--- src/logic/result_bank_cfg.svh ---
// offsets, field positions and reset values of the measurement result bank
// included by the package and the bank module; definitions only
`ifndef RESULT_BANK_CFG_SVH
`define RESULT_BANK_CFG_SVH
`define ADDR_STATUS       8'h00
`define ADDR_LEVEL_HIGH   8'h01
`define ADDR_LEVEL_MID    8'h02
`define ADDR_LEVEL_LOW    8'h03
`define ADDR_THERM_HIGH   8'h04
`define ADDR_THERM_LOW    8'h05
`define ADDR_STATUS_ALIAS 8'h06
`define ADDR_CHANGE_HIGH  8'h07
`define ADDR_CHANGE_MID   8'h08
`define ADDR_CHANGE_LOW   8'h09
`define RESULT_RESET      8'h00
`define LEVEL_BITS        20
`define THERM_BITS        12
`define STAT_OVERRUN_ANY  7
`define STAT_LEVEL_OVW    6
`define STAT_THERM_OVW    5
`define STAT_READY_ANY    3
`define STAT_NEW_LEVEL    2
`define STAT_NEW_THERM    1
`endif

--- src/logic/result_bank_pkg.sv ---
// types shared by the result bank and its bench
// assumes the cfg header sits beside it
`include "result_bank_cfg.svh"
package result_bank_pkg;
    typedef logic [7:0]               byte_t;
    typedef logic [`LEVEL_BITS-1:0]   level_t;
    typedef logic [`THERM_BITS-1:0]   therm_t;
endpackage

--- src/logic/measurement_output_registers.sv ---
// read-only measurement result bank: level, thermal and level change samples
// assumes an acquisition engine on mclk_in and a serial-bus slave issuing byte accesses
//
// Function
// - the three level result bytes carry altitude or pressure as altitude_select chooses.
// - altitude_select high stores altitude in meters, low stores pressure in pascals.
// - altitude is a signed 20-bit Q16.4 value.
// - altitude integer sits in high and mid bytes, fraction in low byte bits 7:4, bits 3:0 zero.
// - pressure is an unsigned 20-bit Q18.2 value.
// - pressure integer fills high, mid and low bits 7:6, fraction in low bits 5:4.
// - status and five result bytes sit at consecutive addresses 00h to 05h for one burst.
// - temperature is signed Q8.4, integer in the high byte, fraction in low byte bits 7:4.
// - the change bytes hold the difference from the previous level sample of the same mode, zero after a mode change or the first sample.
// - an altitude change is signed 20-bit, integer in high and mid, fraction in low bits 7:4.
// - a pressure change is unsigned 20-bit, integer down to low bit 6, fraction in bits 5:4.
// - the change bytes keep updating whatever the fifo mode is.
// - with fifo off, reading the level high byte clears the new-level and level overwrite flags.
// - with fifo off, reading the thermal high byte clears new-thermal and thermal overwrite flags.
// - with fifo on, the level high address returns fifo data and the other four read zero.
`timescale 1ns/10ps
`include "result_bank_cfg.svh"
module measurement_output_registers (
    input  wire logic                    mclk_in,           // device clock, 100 MHz
    input  wire logic                    rst_n_in,          // async reset, active low
    input  wire logic                    altitude_select_in,// first_control_register mode bit
    input  wire logic                    fifo_enable_in,    // fifo mode nonzero
    input  wire logic                    level_valid_in,    // one-cycle pulse, new level sample
    input  wire result_bank_pkg::level_t level_sample_in,   // level_sample_bits, 20-bit code
    input  wire logic                    therm_valid_in,    // one-cycle pulse, new thermal sample
    input  wire result_bank_pkg::therm_t therm_sample_in,   // thermal_sample_bits, 12-bit code
    input  wire result_bank_pkg::byte_t  fifo_data_in,      // byte from fifo read port
    input  wire logic                    rd_en_in,          // one-cycle read strobe
    input  wire logic                    wr_en_in,          // one-cycle write strobe
    input  wire result_bank_pkg::byte_t  addr_in,           // register address
    input  wire result_bank_pkg::byte_t  wdata_in,          // write data, unused by this bank
    output logic                         fifo_pop_out,      // fifo byte consumed
    output result_bank_pkg::byte_t       rdata_out,         // registered read data
    output logic                         new_level_flag_out,      // level sample pending
    output logic                         level_overwrite_flag_out,// level sample lost
    output logic                         new_thermal_flag_out,    // thermal sample pending
    output logic                         thermal_overwrite_flag_out // thermal sample lost
);
    import result_bank_pkg::*;

    level_t level_r, level_nxt;
    level_t change_r, change_nxt;
    therm_t therm_r, therm_nxt;
    logic   mode_r, mode_nxt;
    logic   have_prev_r, have_prev_nxt;
    logic   nlev_r, nlev_nxt, olev_r, olev_nxt;
    logic   nthm_r, nthm_nxt, othm_r, othm_nxt;
    byte_t  rdata_r, rdata_nxt;
    byte_t  status_v;
    logic   rd_lev_hi, rd_thm_hi;

    // sample capture and delta; whole words load at once
    always_comb begin
        level_nxt     = level_r;
        change_nxt    = change_r;
        mode_nxt      = mode_r;
        have_prev_nxt = have_prev_r;
        therm_nxt     = therm_r;
        if (level_valid_in) begin
            level_nxt     = level_sample_in;
            mode_nxt      = altitude_select_in;
            have_prev_nxt = 1'b1;
            // same-mode difference; first sample or mode change gives zero
            if (have_prev_r && (mode_r == altitude_select_in)) begin
                change_nxt = level_t'(level_sample_in - level_r);
            end else begin
                change_nxt = '0;
            end
        end
        if (therm_valid_in) begin
            therm_nxt = therm_sample_in;
        end
    end

    always_ff @(posedge mclk_in or negedge rst_n_in) begin
        if (!rst_n_in) begin
            level_r     <= '0;
            change_r    <= '0;
            therm_r     <= '0;
            mode_r      <= 1'b0;
            have_prev_r <= 1'b0;
        end else begin
            level_r     <= level_nxt;
            change_r    <= change_nxt;
            therm_r     <= therm_nxt;
            mode_r      <= mode_nxt;
            have_prev_r <= have_prev_nxt;
        end
    end

    assign rd_lev_hi = rd_en_in && !fifo_enable_in && (addr_in == `ADDR_LEVEL_HIGH);
    assign rd_thm_hi = rd_en_in && !fifo_enable_in && (addr_in == `ADDR_THERM_HIGH);

    // data-ready flags; a new sample wins over a clearing read
    always_comb begin
        nlev_nxt = nlev_r;
        olev_nxt = olev_r;
        nthm_nxt = nthm_r;
        othm_nxt = othm_r;
        if (rd_lev_hi) begin
            nlev_nxt = 1'b0;
            olev_nxt = 1'b0;
        end
        if (rd_thm_hi) begin
            nthm_nxt = 1'b0;
            othm_nxt = 1'b0;
        end
        if (level_valid_in) begin
            nlev_nxt = 1'b1;
            if (nlev_r && !rd_lev_hi) begin
                olev_nxt = 1'b1;
            end
        end
        if (therm_valid_in) begin
            nthm_nxt = 1'b1;
            if (nthm_r && !rd_thm_hi) begin
                othm_nxt = 1'b1;
            end
        end
    end

    always_ff @(posedge mclk_in or negedge rst_n_in) begin
        if (!rst_n_in) begin
            nlev_r <= 1'b0;
            olev_r <= 1'b0;
            nthm_r <= 1'b0;
            othm_r <= 1'b0;
        end else begin
            nlev_r <= nlev_nxt;
            olev_r <= olev_nxt;
            nthm_r <= nthm_nxt;
            othm_r <= othm_nxt;
        end
    end

    // status byte shown at 00h
    always_comb begin
        status_v = 8'h00;
        status_v[`STAT_OVERRUN_ANY] = olev_r | othm_r;
        status_v[`STAT_LEVEL_OVW]   = olev_r;
        status_v[`STAT_THERM_OVW]   = othm_r;
        status_v[`STAT_READY_ANY]   = nlev_r | nthm_r;
        status_v[`STAT_NEW_LEVEL]   = nlev_r;
        status_v[`STAT_NEW_THERM]   = nthm_r;
    end

    // read mux; writes have no path into this bank
    always_comb begin
        rdata_nxt = rdata_r;
        if (rd_en_in) begin
            if (addr_in == `ADDR_STATUS || addr_in == `ADDR_STATUS_ALIAS) begin
                rdata_nxt = status_v;
            end else if (addr_in == `ADDR_LEVEL_HIGH) begin
                rdata_nxt = fifo_enable_in ? fifo_data_in : level_r[19:12];
            end else if (fifo_enable_in && addr_in >= `ADDR_LEVEL_MID
                         && addr_in <= `ADDR_THERM_LOW) begin
                rdata_nxt = 8'h00;
            end else if (addr_in == `ADDR_LEVEL_MID) begin
                rdata_nxt = level_r[11:4];
            end else if (addr_in == `ADDR_LEVEL_LOW) begin
                rdata_nxt = {level_r[3:0], 4'h0};
            end else if (addr_in == `ADDR_THERM_HIGH) begin
                rdata_nxt = therm_r[11:4];
            end else if (addr_in == `ADDR_THERM_LOW) begin
                rdata_nxt = {therm_r[3:0], 4'h0};
            end else if (addr_in == `ADDR_CHANGE_HIGH) begin
                rdata_nxt = change_r[19:12];
            end else if (addr_in == `ADDR_CHANGE_MID) begin
                rdata_nxt = change_r[11:4];
            end else if (addr_in == `ADDR_CHANGE_LOW) begin
                rdata_nxt = {change_r[3:0], 4'h0};
            end else begin
                rdata_nxt = 8'h00;
            end
        end
    end

    always_ff @(posedge mclk_in or negedge rst_n_in) begin
        if (!rst_n_in) begin
            rdata_r <= `RESULT_RESET;
        end else begin
            rdata_r <= rdata_nxt;
        end
    end

    // writes are accepted by the bus and dropped here
    logic unused_wr;
    assign unused_wr = wr_en_in & (^wdata_in);

    assign fifo_pop_out = rd_en_in && fifo_enable_in && (addr_in == `ADDR_LEVEL_HIGH);
    assign rdata_out                  = rdata_r;
    assign new_level_flag_out         = nlev_r;
    assign level_overwrite_flag_out   = olev_r;
    assign new_thermal_flag_out       = nthm_r;
    assign thermal_overwrite_flag_out = othm_r;

endmodule // measurement_output_registers

--- config.mk ---
export PLATFORM = sky130hd
export DESIGN_NAME = measurement_output_registers
export DESIGN_NICKNAME = d
export VERILOG_FILES = /design/src/logic/result_bank_pkg.sv /design/src/logic/measurement_output_registers.sv
export VERILOG_INCLUDE_DIRS = /design/src /design/src/logic
export SDC_FILE = /design/constraint.sdc
export NUM_CORES = 1
export LEC_CHECK = 0
export BUFFER_PORTS_ARGS = -buffer_cell sky130_fd_sc_hd__buf_4
export CAP_MARGIN = 30
export CORE_MARGIN = 2
export CORE_UTILIZATION = 51
export DETAILED_ROUTE_END_ITERATION = 12
export PLACE_DENSITY_LB_ADDON = 0.1
export SLEW_MARGIN = 10
export SYNTH_ARGS = -nofsm -noshare
export SYNTH_HDL_FRONTEND = slang
export SYNTH_SLANG_ARGS = --single-unit
--- constraint.sdc ---
create_clock -name mclk_in -period 2.31 [get_ports mclk_in]
set_input_delay 0.462 -clock mclk_in [delete_from_list [all_inputs] [get_ports mclk_in]]
set_output_delay 0.462 -clock mclk_in [all_outputs]
set_load 0.01 [all_outputs]
# After elaboration in Yosys (flattened, before gate mapping)
# Cells that the tools add are included.
totals:
  reg_bits: 66
  inputBits: 64
  output_inout_bits: 13
  wordCells: 64
classes:
  n_addsub: 1
  n_lt_le_gt_ge: 2
  eq_ne: 10
  n_mux: 22
  n_bitwise: 2
  reduce_logical: 17
ops:
  columns: ["operator", "n"]
  rows:
  - ["8-bit 2-to-1 mux", 11]
  - ["8-bit by 3-bit equality test with 1-bit output (second input constant)", 4]
  - ["20-bit 2-to-1 mux", 1]
  - ["20-bit subtractor", 1]
  - ["8-bit by 2-bit equality test with 1-bit output (second input constant)", 2]
  - ["8-bit by 4-bit equality test with 1-bit output (second input constant)", 2]
  - ["1-bit logical AND", 10]
  - ["1-bit 2-to-1 mux", 10]
  - ["8-bit by 1-bit equality test with 1-bit output (second input constant)", 1]
  - ["8-bit by 2-bit >= comparator with 1-bit output (second input constant)", 1]
  - ["8-bit by 3-bit less-or-equal comparator with 1-bit output (second input constant)", 1]
  - ["8-bit logical NOT", 1]
  - ["2-bit nonzero test", 2]
  - ["1-bit logical NOT", 3]
  - ["1-bit bitwise OR", 2]
  - ["1-bit equality test", 1]
  - ["1-bit logical OR", 1]

# Logic depth before layout (Yosys ltp)
# Gate-level depths: netlist (run 1).
depth:
  ltp_word: 11
  mapped_depth: 11
  mapped_depth_nobuf: 11

# Worst setup path after synthesis (run 1)
# No wires, ideal clock.
synth_timing:
  path_kind: "in2reg"
  from: "input port level_sample_in[0]"
  to: "register change_r[18]"
  setup_time_ns: 0.132
  arrival_time_ns: 2.195
  t_required_ns: 2.178
  path_slack_ns: -0.016
  path_stages: 11
  n_path_buf: 0
  path_cell_list: "inv_1 -> ha_1 -> inv_1 -> fa_1 -> a211oi_1 -> o21bai_1 -> o2111ai_1 -> a311oi_1 -> a31oi_1 -> xor2_1 -> o2bb2ai_1"
synth_between:
  elab_chain_len: 2
synth_lines:
  columns: ["element", "line", "text"]
  rows:
  - ["start: declaration", "measurement_output_registers.sv:28", "input wire result_bank_pkg::level_t level_sample_in,"]
  - ["20-bit subtractor", "measurement_output_registers.sv:69", "change_nxt = level_t'(level_sample_in - level_r);"]
  - ["20-bit 2-to-1 mux", "measurement_output_registers.sv:68", "if (have_prev_r && (mode_r == altitude_select_in)) begin"]
  - ["end signal: assignment", "measurement_output_registers.sv:88", "change_r <= change_nxt;"]
  - ["end: declaration", "measurement_output_registers.sv:46", "level_t change_r, change_nxt;"]
# No other way between the ends.
# A chain may end at the register's enable or synchronous reset.

# Worst setup path after layout (run 1)
layout_timing:
  from: "register level_r[0]"
  to: "register change_r[18]"
layout_between:
  elab_chain_len: 2
layout_lines:
  columns: ["element", "line", "text"]
  rows:
  - ["start: declaration", "measurement_output_registers.sv:45", "level_t level_r, level_nxt;"]
  - ["start signal: assignment", "measurement_output_registers.sv:87", "level_r <= level_nxt;"]
  - ["20-bit subtractor", "measurement_output_registers.sv:69", null]
  - ["20-bit 2-to-1 mux", "measurement_output_registers.sv:68", null]
# No other way between the ends.

==> results.yml, run 1 <==
synth:
  synth_compound_area_share_pct: 25.1
  synthFlopType: "dfrtp_1"
  synth_cell_type_count: 56
  synth.area.top_cells: "dfrtp_1, ha_1, o21ai_0"
  syn_nets: 512
  synthCells: 428
  synth_xor_xnor_area_share_pct: 3.70
  yosysSeqAreaShare_pct: 41.0
  synth-adder-area-share_pct: 6.40
  synth-simple-area-share_pct: 12.4
  synth_top_family_by_area: "compound AO/OA/AOI/OAI gates"
  muxShareOfSynthArea_pct: 6.93
  synth_top_area_share_pct: 41.0
  syn_area_sq_mm: 0.00403
  ys_seq_elements: 66
  synth_edf_count: 0
  async_flop_share_pct: 100
  yosysTopAreaCell: "dfrtp_1"
  avgSynthCellArea_sq_um: 9.40
  synth_warnings: 0
sta:
  clock_skew_ns: 0.00604
  holdWs_ns: 0.212
  worst_slack_ns: -0.0136
  tightestPinTransition_ns: 0.832
  fin_crit_sh_pct: 101
  grt_setup_unrepaired: "true"
  setup_violations: 1
  fin_crit_ns: 2.32
  drv_slew: 0
  final_hold_viol_count: 0
  slew_headroom_pct: 44.6
  tns_ns: -0.0136
  fmax_mhz: 430
cells_and_area:
  seq_area_sq_mm: 0.00165
  final_common_cell: "buf_4"
  final_util_pct: 67.1
  layout.nets: 614
  antennaDiodeCount: 0
  fin_cells: 635
  final_cell_mix: "buf_4, dfrtp_1, nand2_1, o21ai_0, a21oi_1"
  fill_cells: 644
  drive_gt1_share_pct: 30.4
  multi_input_area_sq_mm: 0.00226
  syn_to_final_growth_pct: 28.2
  design_area_sq_mm: 0.00516
worst_setup_path:
  worstSetupStartpointType: "flop"
  cp_max_fo: 2
  path_cells: "ha_2, inv_2, fa_2, a211oi_2, o21bai_2, o2111ai_2, a311oi_2, a31oi_1, xor2_1, o2bb2ai_1"
  worstSetupEndpointType: "flop"
  crit_path_end: "change_r[18]$_DFFE_PN0P_"
  worstPathRequired_ns: 2.53
  path_class: "flop to flop"
  critPathSlowestCell: "dfrtp_1"
  crit_path_start: "level_r[0]$_DFFE_PN0P_"
  crit_family: "compound AO/OA/AOI/OAI gates"
  path_buf_inv: 1
  critPathArrivalTime_ns: 2.54
  r2r_cells: 10
  ff2ff_setup_slack_ns: -0.01
  cp.depth: 10
  r2r-start: "level_r[0]$_DFFE_PN0P_"
  regToRegEndpoint: "change_r[18]$_DFFE_PN0P_"
  cp_slowest_stage_delay_ns: 0.36
route:
  via_count: 3692
  wl_per_cell_microns: 16.5
  wirelength_microns: 10500
  viasPerCell: 5.81
  dr.pass1.iters: 5
  drt_iter0_drc: 176
  route.detailed.drc: 0
  drtAntennaViolNets: 0
power_and_ir_drop:
  leakage_nw: 2.36
  power_density_mw_per_mm2: 640
  ir_worst_vdd_uv: 349
  p_total_mw: 3.30
floorplanning:
  initial_core_util_pct: 52.4
  num_rows: 32
  fp.dieArea_sq_mm: 0.00862
  chipHeight_microns: 92.8
  core_sq_mm: 0.00769
  die_w_microns: 92.8
  pin_count: 77
clock_tree:
  cts_buffers: 9
  clkLatencyLatePin_ns: 0.34
  cts_hold_buf: 0
  cts.sinks: 66
  cts-root-buf: "clkbuf_8"
  cts_max_level: 3
  clkSlewWorstSetupHoldPaths_ns: 0.07
  cts_tree: "built"
  clockBufferDepth: 2
grt:
  overflow: 0
  grt_pass1_vias: 3605
  grt_max_degree: 67
  grt_first_pass_wirelength_microns: 17000
  grt_use_total_pct: 25.1
  antenna_found_initial: 0
placement:
  hpwl_microns: 7840
  dp_cells: 618
  io_buffers: 67
  pre_cts_slack_ns: -0.317
  placed_area_sq_mm: 0.00488
  place_congestion: 0.925
run_status:
  violations: "negative setup slack"
  outcome: "finished, violations left"
run:
  maxCapViolations: 0
hold_path:
  hold_class: "input port to asynchronous set/reset pin"
## repair_timing
| action | in CTS | in global routing |
|---|---|---|
| pin swaps | 0 | 15 |
| gates resized for setup | 2 | 17 |
| setup buffers | 0 | 3 |
| setup endpoints to repair | 4 | 9 |
## logic make-up (layout without fill, tap and decap cells)
family / count (synthesis) / in the layout
xor gates and xnor gates: 17 / 17
AOI/OAI and AO/OA: 150 / 150
DFF: 66 / 66
adders and majority gates: 20 / 20
buffers and inverters: 45 / 150
muxes: 26 / 26
and+or+nand+nor: 104 / 104
## state kept, by name, summed over array words and instances (netlist names)
name                        cells
therm_r                        12
have_prev_r                     1
level_overwrite_flag_out        1
thermal_overwrite_flag_out      1
new_thermal_flag_out            1
level_r                        20
change_r                       20
mode_r                          1
rdata_out                       8
new_level_flag_out              1
## layout make-up
class,instances,area share [%]
Tap cell,102,2.47
Timing Repair Buffer,111,16.1
Clock buffer,11,2.93
Multi-Input combinational cell,317,43.9
Inverter,25,1.82
Sequential cell,66,32.0
Clock inverter,3,0.776
## how the worst min path moves through the flow
stage / end / slack, ns
after floorplan: change_r[0]$_DFFE_PN0P_ / 0.17
after global placement: have_prev_r$_DFFE_PN0P_ / 0.45
after detailed placement: have_prev_r$_DFFE_PN0P_ / 0.45
after CTS: therm_r[7]$_DFFE_PN0P_ / 0.26
after global routing: level_r[2]$_DFFE_PN0P_ / 0.30
final: therm_r[7]$_DFFE_PN0P_ / 0.21
## layer usage
metal  vias up  GRT usage [%]  part of all wire (%)
met5         -              0                     0
li1       1785              -                     -
met3        20           4.88                   5.1
met2       104           39.7                    47
met4         0           8.58                   1.9
met1      1783           34.4                    46
## power breakdown
part / internal (mW) / switching [mW] / total, mW
Sequential: 1.29 / 0.0949 / 1.39
Combinational: 0.470 / 0.474 / 0.944
Clock: 0.542 / 0.431 / 0.973
## worst reg2reg max path, stage by stage, from the launching register on
cell and delay, ns:
dfrtp_1 0.36, ha_2 0.20, inv_2 0.04, fa_2 0.35, a211oi_2 0.27, o21bai_2 0.11, o2111ai_2 0.27, a311oi_2 0.14
a31oi_1 0.22, xor2_1 0.16, o2bb2ai_1 0.08
## synthesized netlist by cell type, drive strengths merged (2+ instances only)
cell type	n
a211oi	3
a21o	11
a21oi	23
a221oi	3
a222oi	4
a22oi	12
a311oi	2
a31oi	6
and2b	2
and3	2
and4	2
buf	6
clkbuf	14
dfrtp	66
ha	19
inv	24
mux2	15
mux2i	11
nand2	49
nand2b	5
nand3	3
nor2	23
nor2b	2
nor3	6
nor3b	2
nor4	4
o21a	3
o21ai	43
o21bai	2
o22ai	8
o2bb2ai	18
o32a	2
o41ai	2
xnor2	11
xor2	6
(Power assumes the default switching activity.)
==> inputs of run 2 (changes only) <==
CORE_UTILIZATION = 60   (was 51)
clock period = 2.72 ns   (was 2.31 ns; I/O delays follow)
==> run 2 against run 1 <==
Compared with the run above: count of clock-buffer cells in the layout unchanged; first-iteration DRC count increased by 15%; sequential share of layout area grew 2.4 points; die area fell by 14%; clock power fell by 24%; combinational power fell by 27%; worst hold slack better by 0.086 ns; utilization increased by 7.7 points; the flow now finishes without violations; via count fell by 2.5%; critical path type unchanged; register-to-register slack improved by 0.20 ns; sequential power is 15% lower; routed wire length down 3.1%.
==> results.yml, run 2 (synthesis gave the netlist of run 1 again) <==
worst_setup_path:
  worstSetupStartpointType: "flop"
  cp_max_fo: 3
  r2r_cells: 10
  worstSetupEndpointType: "flop"
  r2r-start: "level_r[0]$_DFFE_PN0P_"
  critPathSlowestCell: "dfrtp_1"
  path_cells: "ha_1, inv_1, fa_1, a211oi_1, o21bai_1, o2111ai_1, a311oi_1, a31oi_1, xor2_1, o2bb2ai_1"
  ff2ff_setup_slack_ns: 0.19
  cp_slowest_stage_delay_ns: 0.40
  regToRegEndpoint: "change_r[18]$_DFFE_PN0P_"
  critPathArrivalTime_ns: 2.75
  worstPathRequired_ns: 2.93
  path_class: "flop to flop"
cells_and_area:
  layout.nets: 583
  fin_cells: 580
  design_area_sq_mm: 0.00480
  drive_gt1_share_pct: 23.1
  final_common_cell: "buf_4"
  final_cell_mix: "buf_4, dfrtp_1, nand2_1, o21ai_0, inv_1"
  reg.largest.list: "change_r (20), level_r (20), therm_r (12)"
  syn_to_final_growth_pct: 19.4
  antennaDiodeCount: 0
  fill_cells: 481
placement:
  dp_cells: 565
  pre_cts_slack_ns: -0.0226
  hpwl_microns: 7510
  placed_area_sq_mm: 0.00463
  place_congestion: 0.971
  io_buffers: 67
route:
  drt_iter0_drc: 202
  dr.pass1.iters: 5
  via_count: 3599
  viasPerCell: 6.21
  route.detailed.drc: 0
  wl_per_cell_microns: 17.5
  wirelength_microns: 10200
  drtAntennaViolNets: 0
sta:
  fmax_mhz: 395
  fin_crit_ns: 2.53
  setup_violations: 0
  worst_slack_ns: 0.185
  clock_skew_ns: 0.0102
  tightestPinTransition_ns: 0.831
  drv_slew: 0
  slew_headroom_pct: 44.6
  final_hold_viol_count: 0
  grt_setup_unrepaired: "false"
  fin_crit_sh_pct: 93.2
  tns_ns: 0
grt:
  use_met1_pct: 40.6
  grt_use_met3_pct: 4.14
  grt_max_degree: 67
  antenna_found_initial: 0
  grt_pass1_vias: 3424
  overflow: 0
  grt_use_total_pct: 28.9
  busiest_layer: "met2"
  grt_first_pass_wirelength_microns: 16500
  use_met2_pct: 45.8
floorplanning:
  initial_core_util_pct: 62.7
  chipHeight_microns: 85.9
  pin_count: 77
  fp.dieArea_sq_mm: 0.00738
  die_w_microns: 85.9
  num_rows: 29
  core_sq_mm: 0.00642
hold_path:
  hold_class: "input port to asynchronous set/reset pin"
run:
  maxCapViolations: 0
clock_tree:
  cts_hold_buf: 0
  cts_buffers: 9
  clkSlewWorstSetupHoldPaths_ns: 0.08
  clockBufferDepth: 2
  cts_tree: "built"
  post_cts_buffers: 0
  clkLatencyLatePin_ns: 0.34
  cts.sinks: 66
  cts_resized: 0
  cts_max_level: 3
  cts-root-buf: "clkbuf_8"
power_and_ir_drop:
  ir_worst_vdd_uv: 344
  leakage_nw: 2.16
  power_density_mw_per_mm2: 543
run_status:
  outcome: "finished, final reports clean"
-- run 2: cell types whose count changed in the layout (fill, tap and decap cells not counted), moves of 2 or more --
cell	change
inv_2	-2
buf_4	-31
a311oi_2	-2
inv_1	+2
o21ai_0	+2
a311oi_1	+2
clkinvlp_4	+2
-- run 2: final cells by class --
cell class / instances / area, sq um / area share, %
inverter: 25 / 93.8 / 1.95
clock buffer: 11 / 141 / 2.94
timing repair buffer: 80 / 601 / 12.5
multi-input combinational: 317 / 2190 / 45.6
clock inverter: 4 / 28.8 / 0.599
tap: 77 / 96.3 / 2.01
sequential: 66 / 1650 / 34.4
-- run 2: power breakdown --
part / leakage, nW / switching, mW / internal, mW
clock network: 0.0814 / 0.385 / 0.351
logic: 1.28 / 0.369 / 0.323
registers: 0.801 / 0.0846 / 1.10
-- run 2: worst max-delay path by stage --
stage	depth (start not counted)	endpoint	start	slack, ns
2_1_floorplan	11	change_r[18]$_DFFE_PN0P_	level_sample_in[0]	0.31
3_3_place_gp	12	change_r[18]$_DFFE_PN0P_	level_sample_in[0]	0.002
3_5_place_dp	12	change_r[18]$_DFFE_PN0P_	level_sample_in[0]	-0.02
4_1_cts	10	change_r[18]$_DFFE_PN0P_	level_r[0]$_DFFE_PN0P_	0.26
5_1_grt	10	change_r[18]$_DFFE_PN0P_	level_r[0]$_DFFE_PN0P_	0.03
6_report	10	change_r[18]$_DFFE_PN0P_	level_r[0]$_DFFE_PN0P_	0.19
-- run 2: routing by layer --
metal	part of all wire, %	routed length (microns)	vias up
li1	-	-	1722
met1	43	4390	1686
met2	47	4770	170
met3	7.7	783	21
met4	2.1	211	0
met5	0	0	-
-- run 2: critical path: cells and delay by family, from the launching register on --
kind	cells	cell delay, ns
buf+inv	1	0.05
xor+xnor	1	0.17
fa+ha+maj	2	0.56
compound gates	6	1.22
flops	1	0.40
-- run 2: metrics by stage --
step	utilization (%)	total power, mW	hold WS, ns
after floorplan	-	1.62	0.248
after global placement	72.2	1.85	0.454
after detailed placement	72.2	1.88	0.454
after CTS	74.8	2.61	0.329
after global routing	74.8	2.75	0.367
final	74.8	2.61	0.298
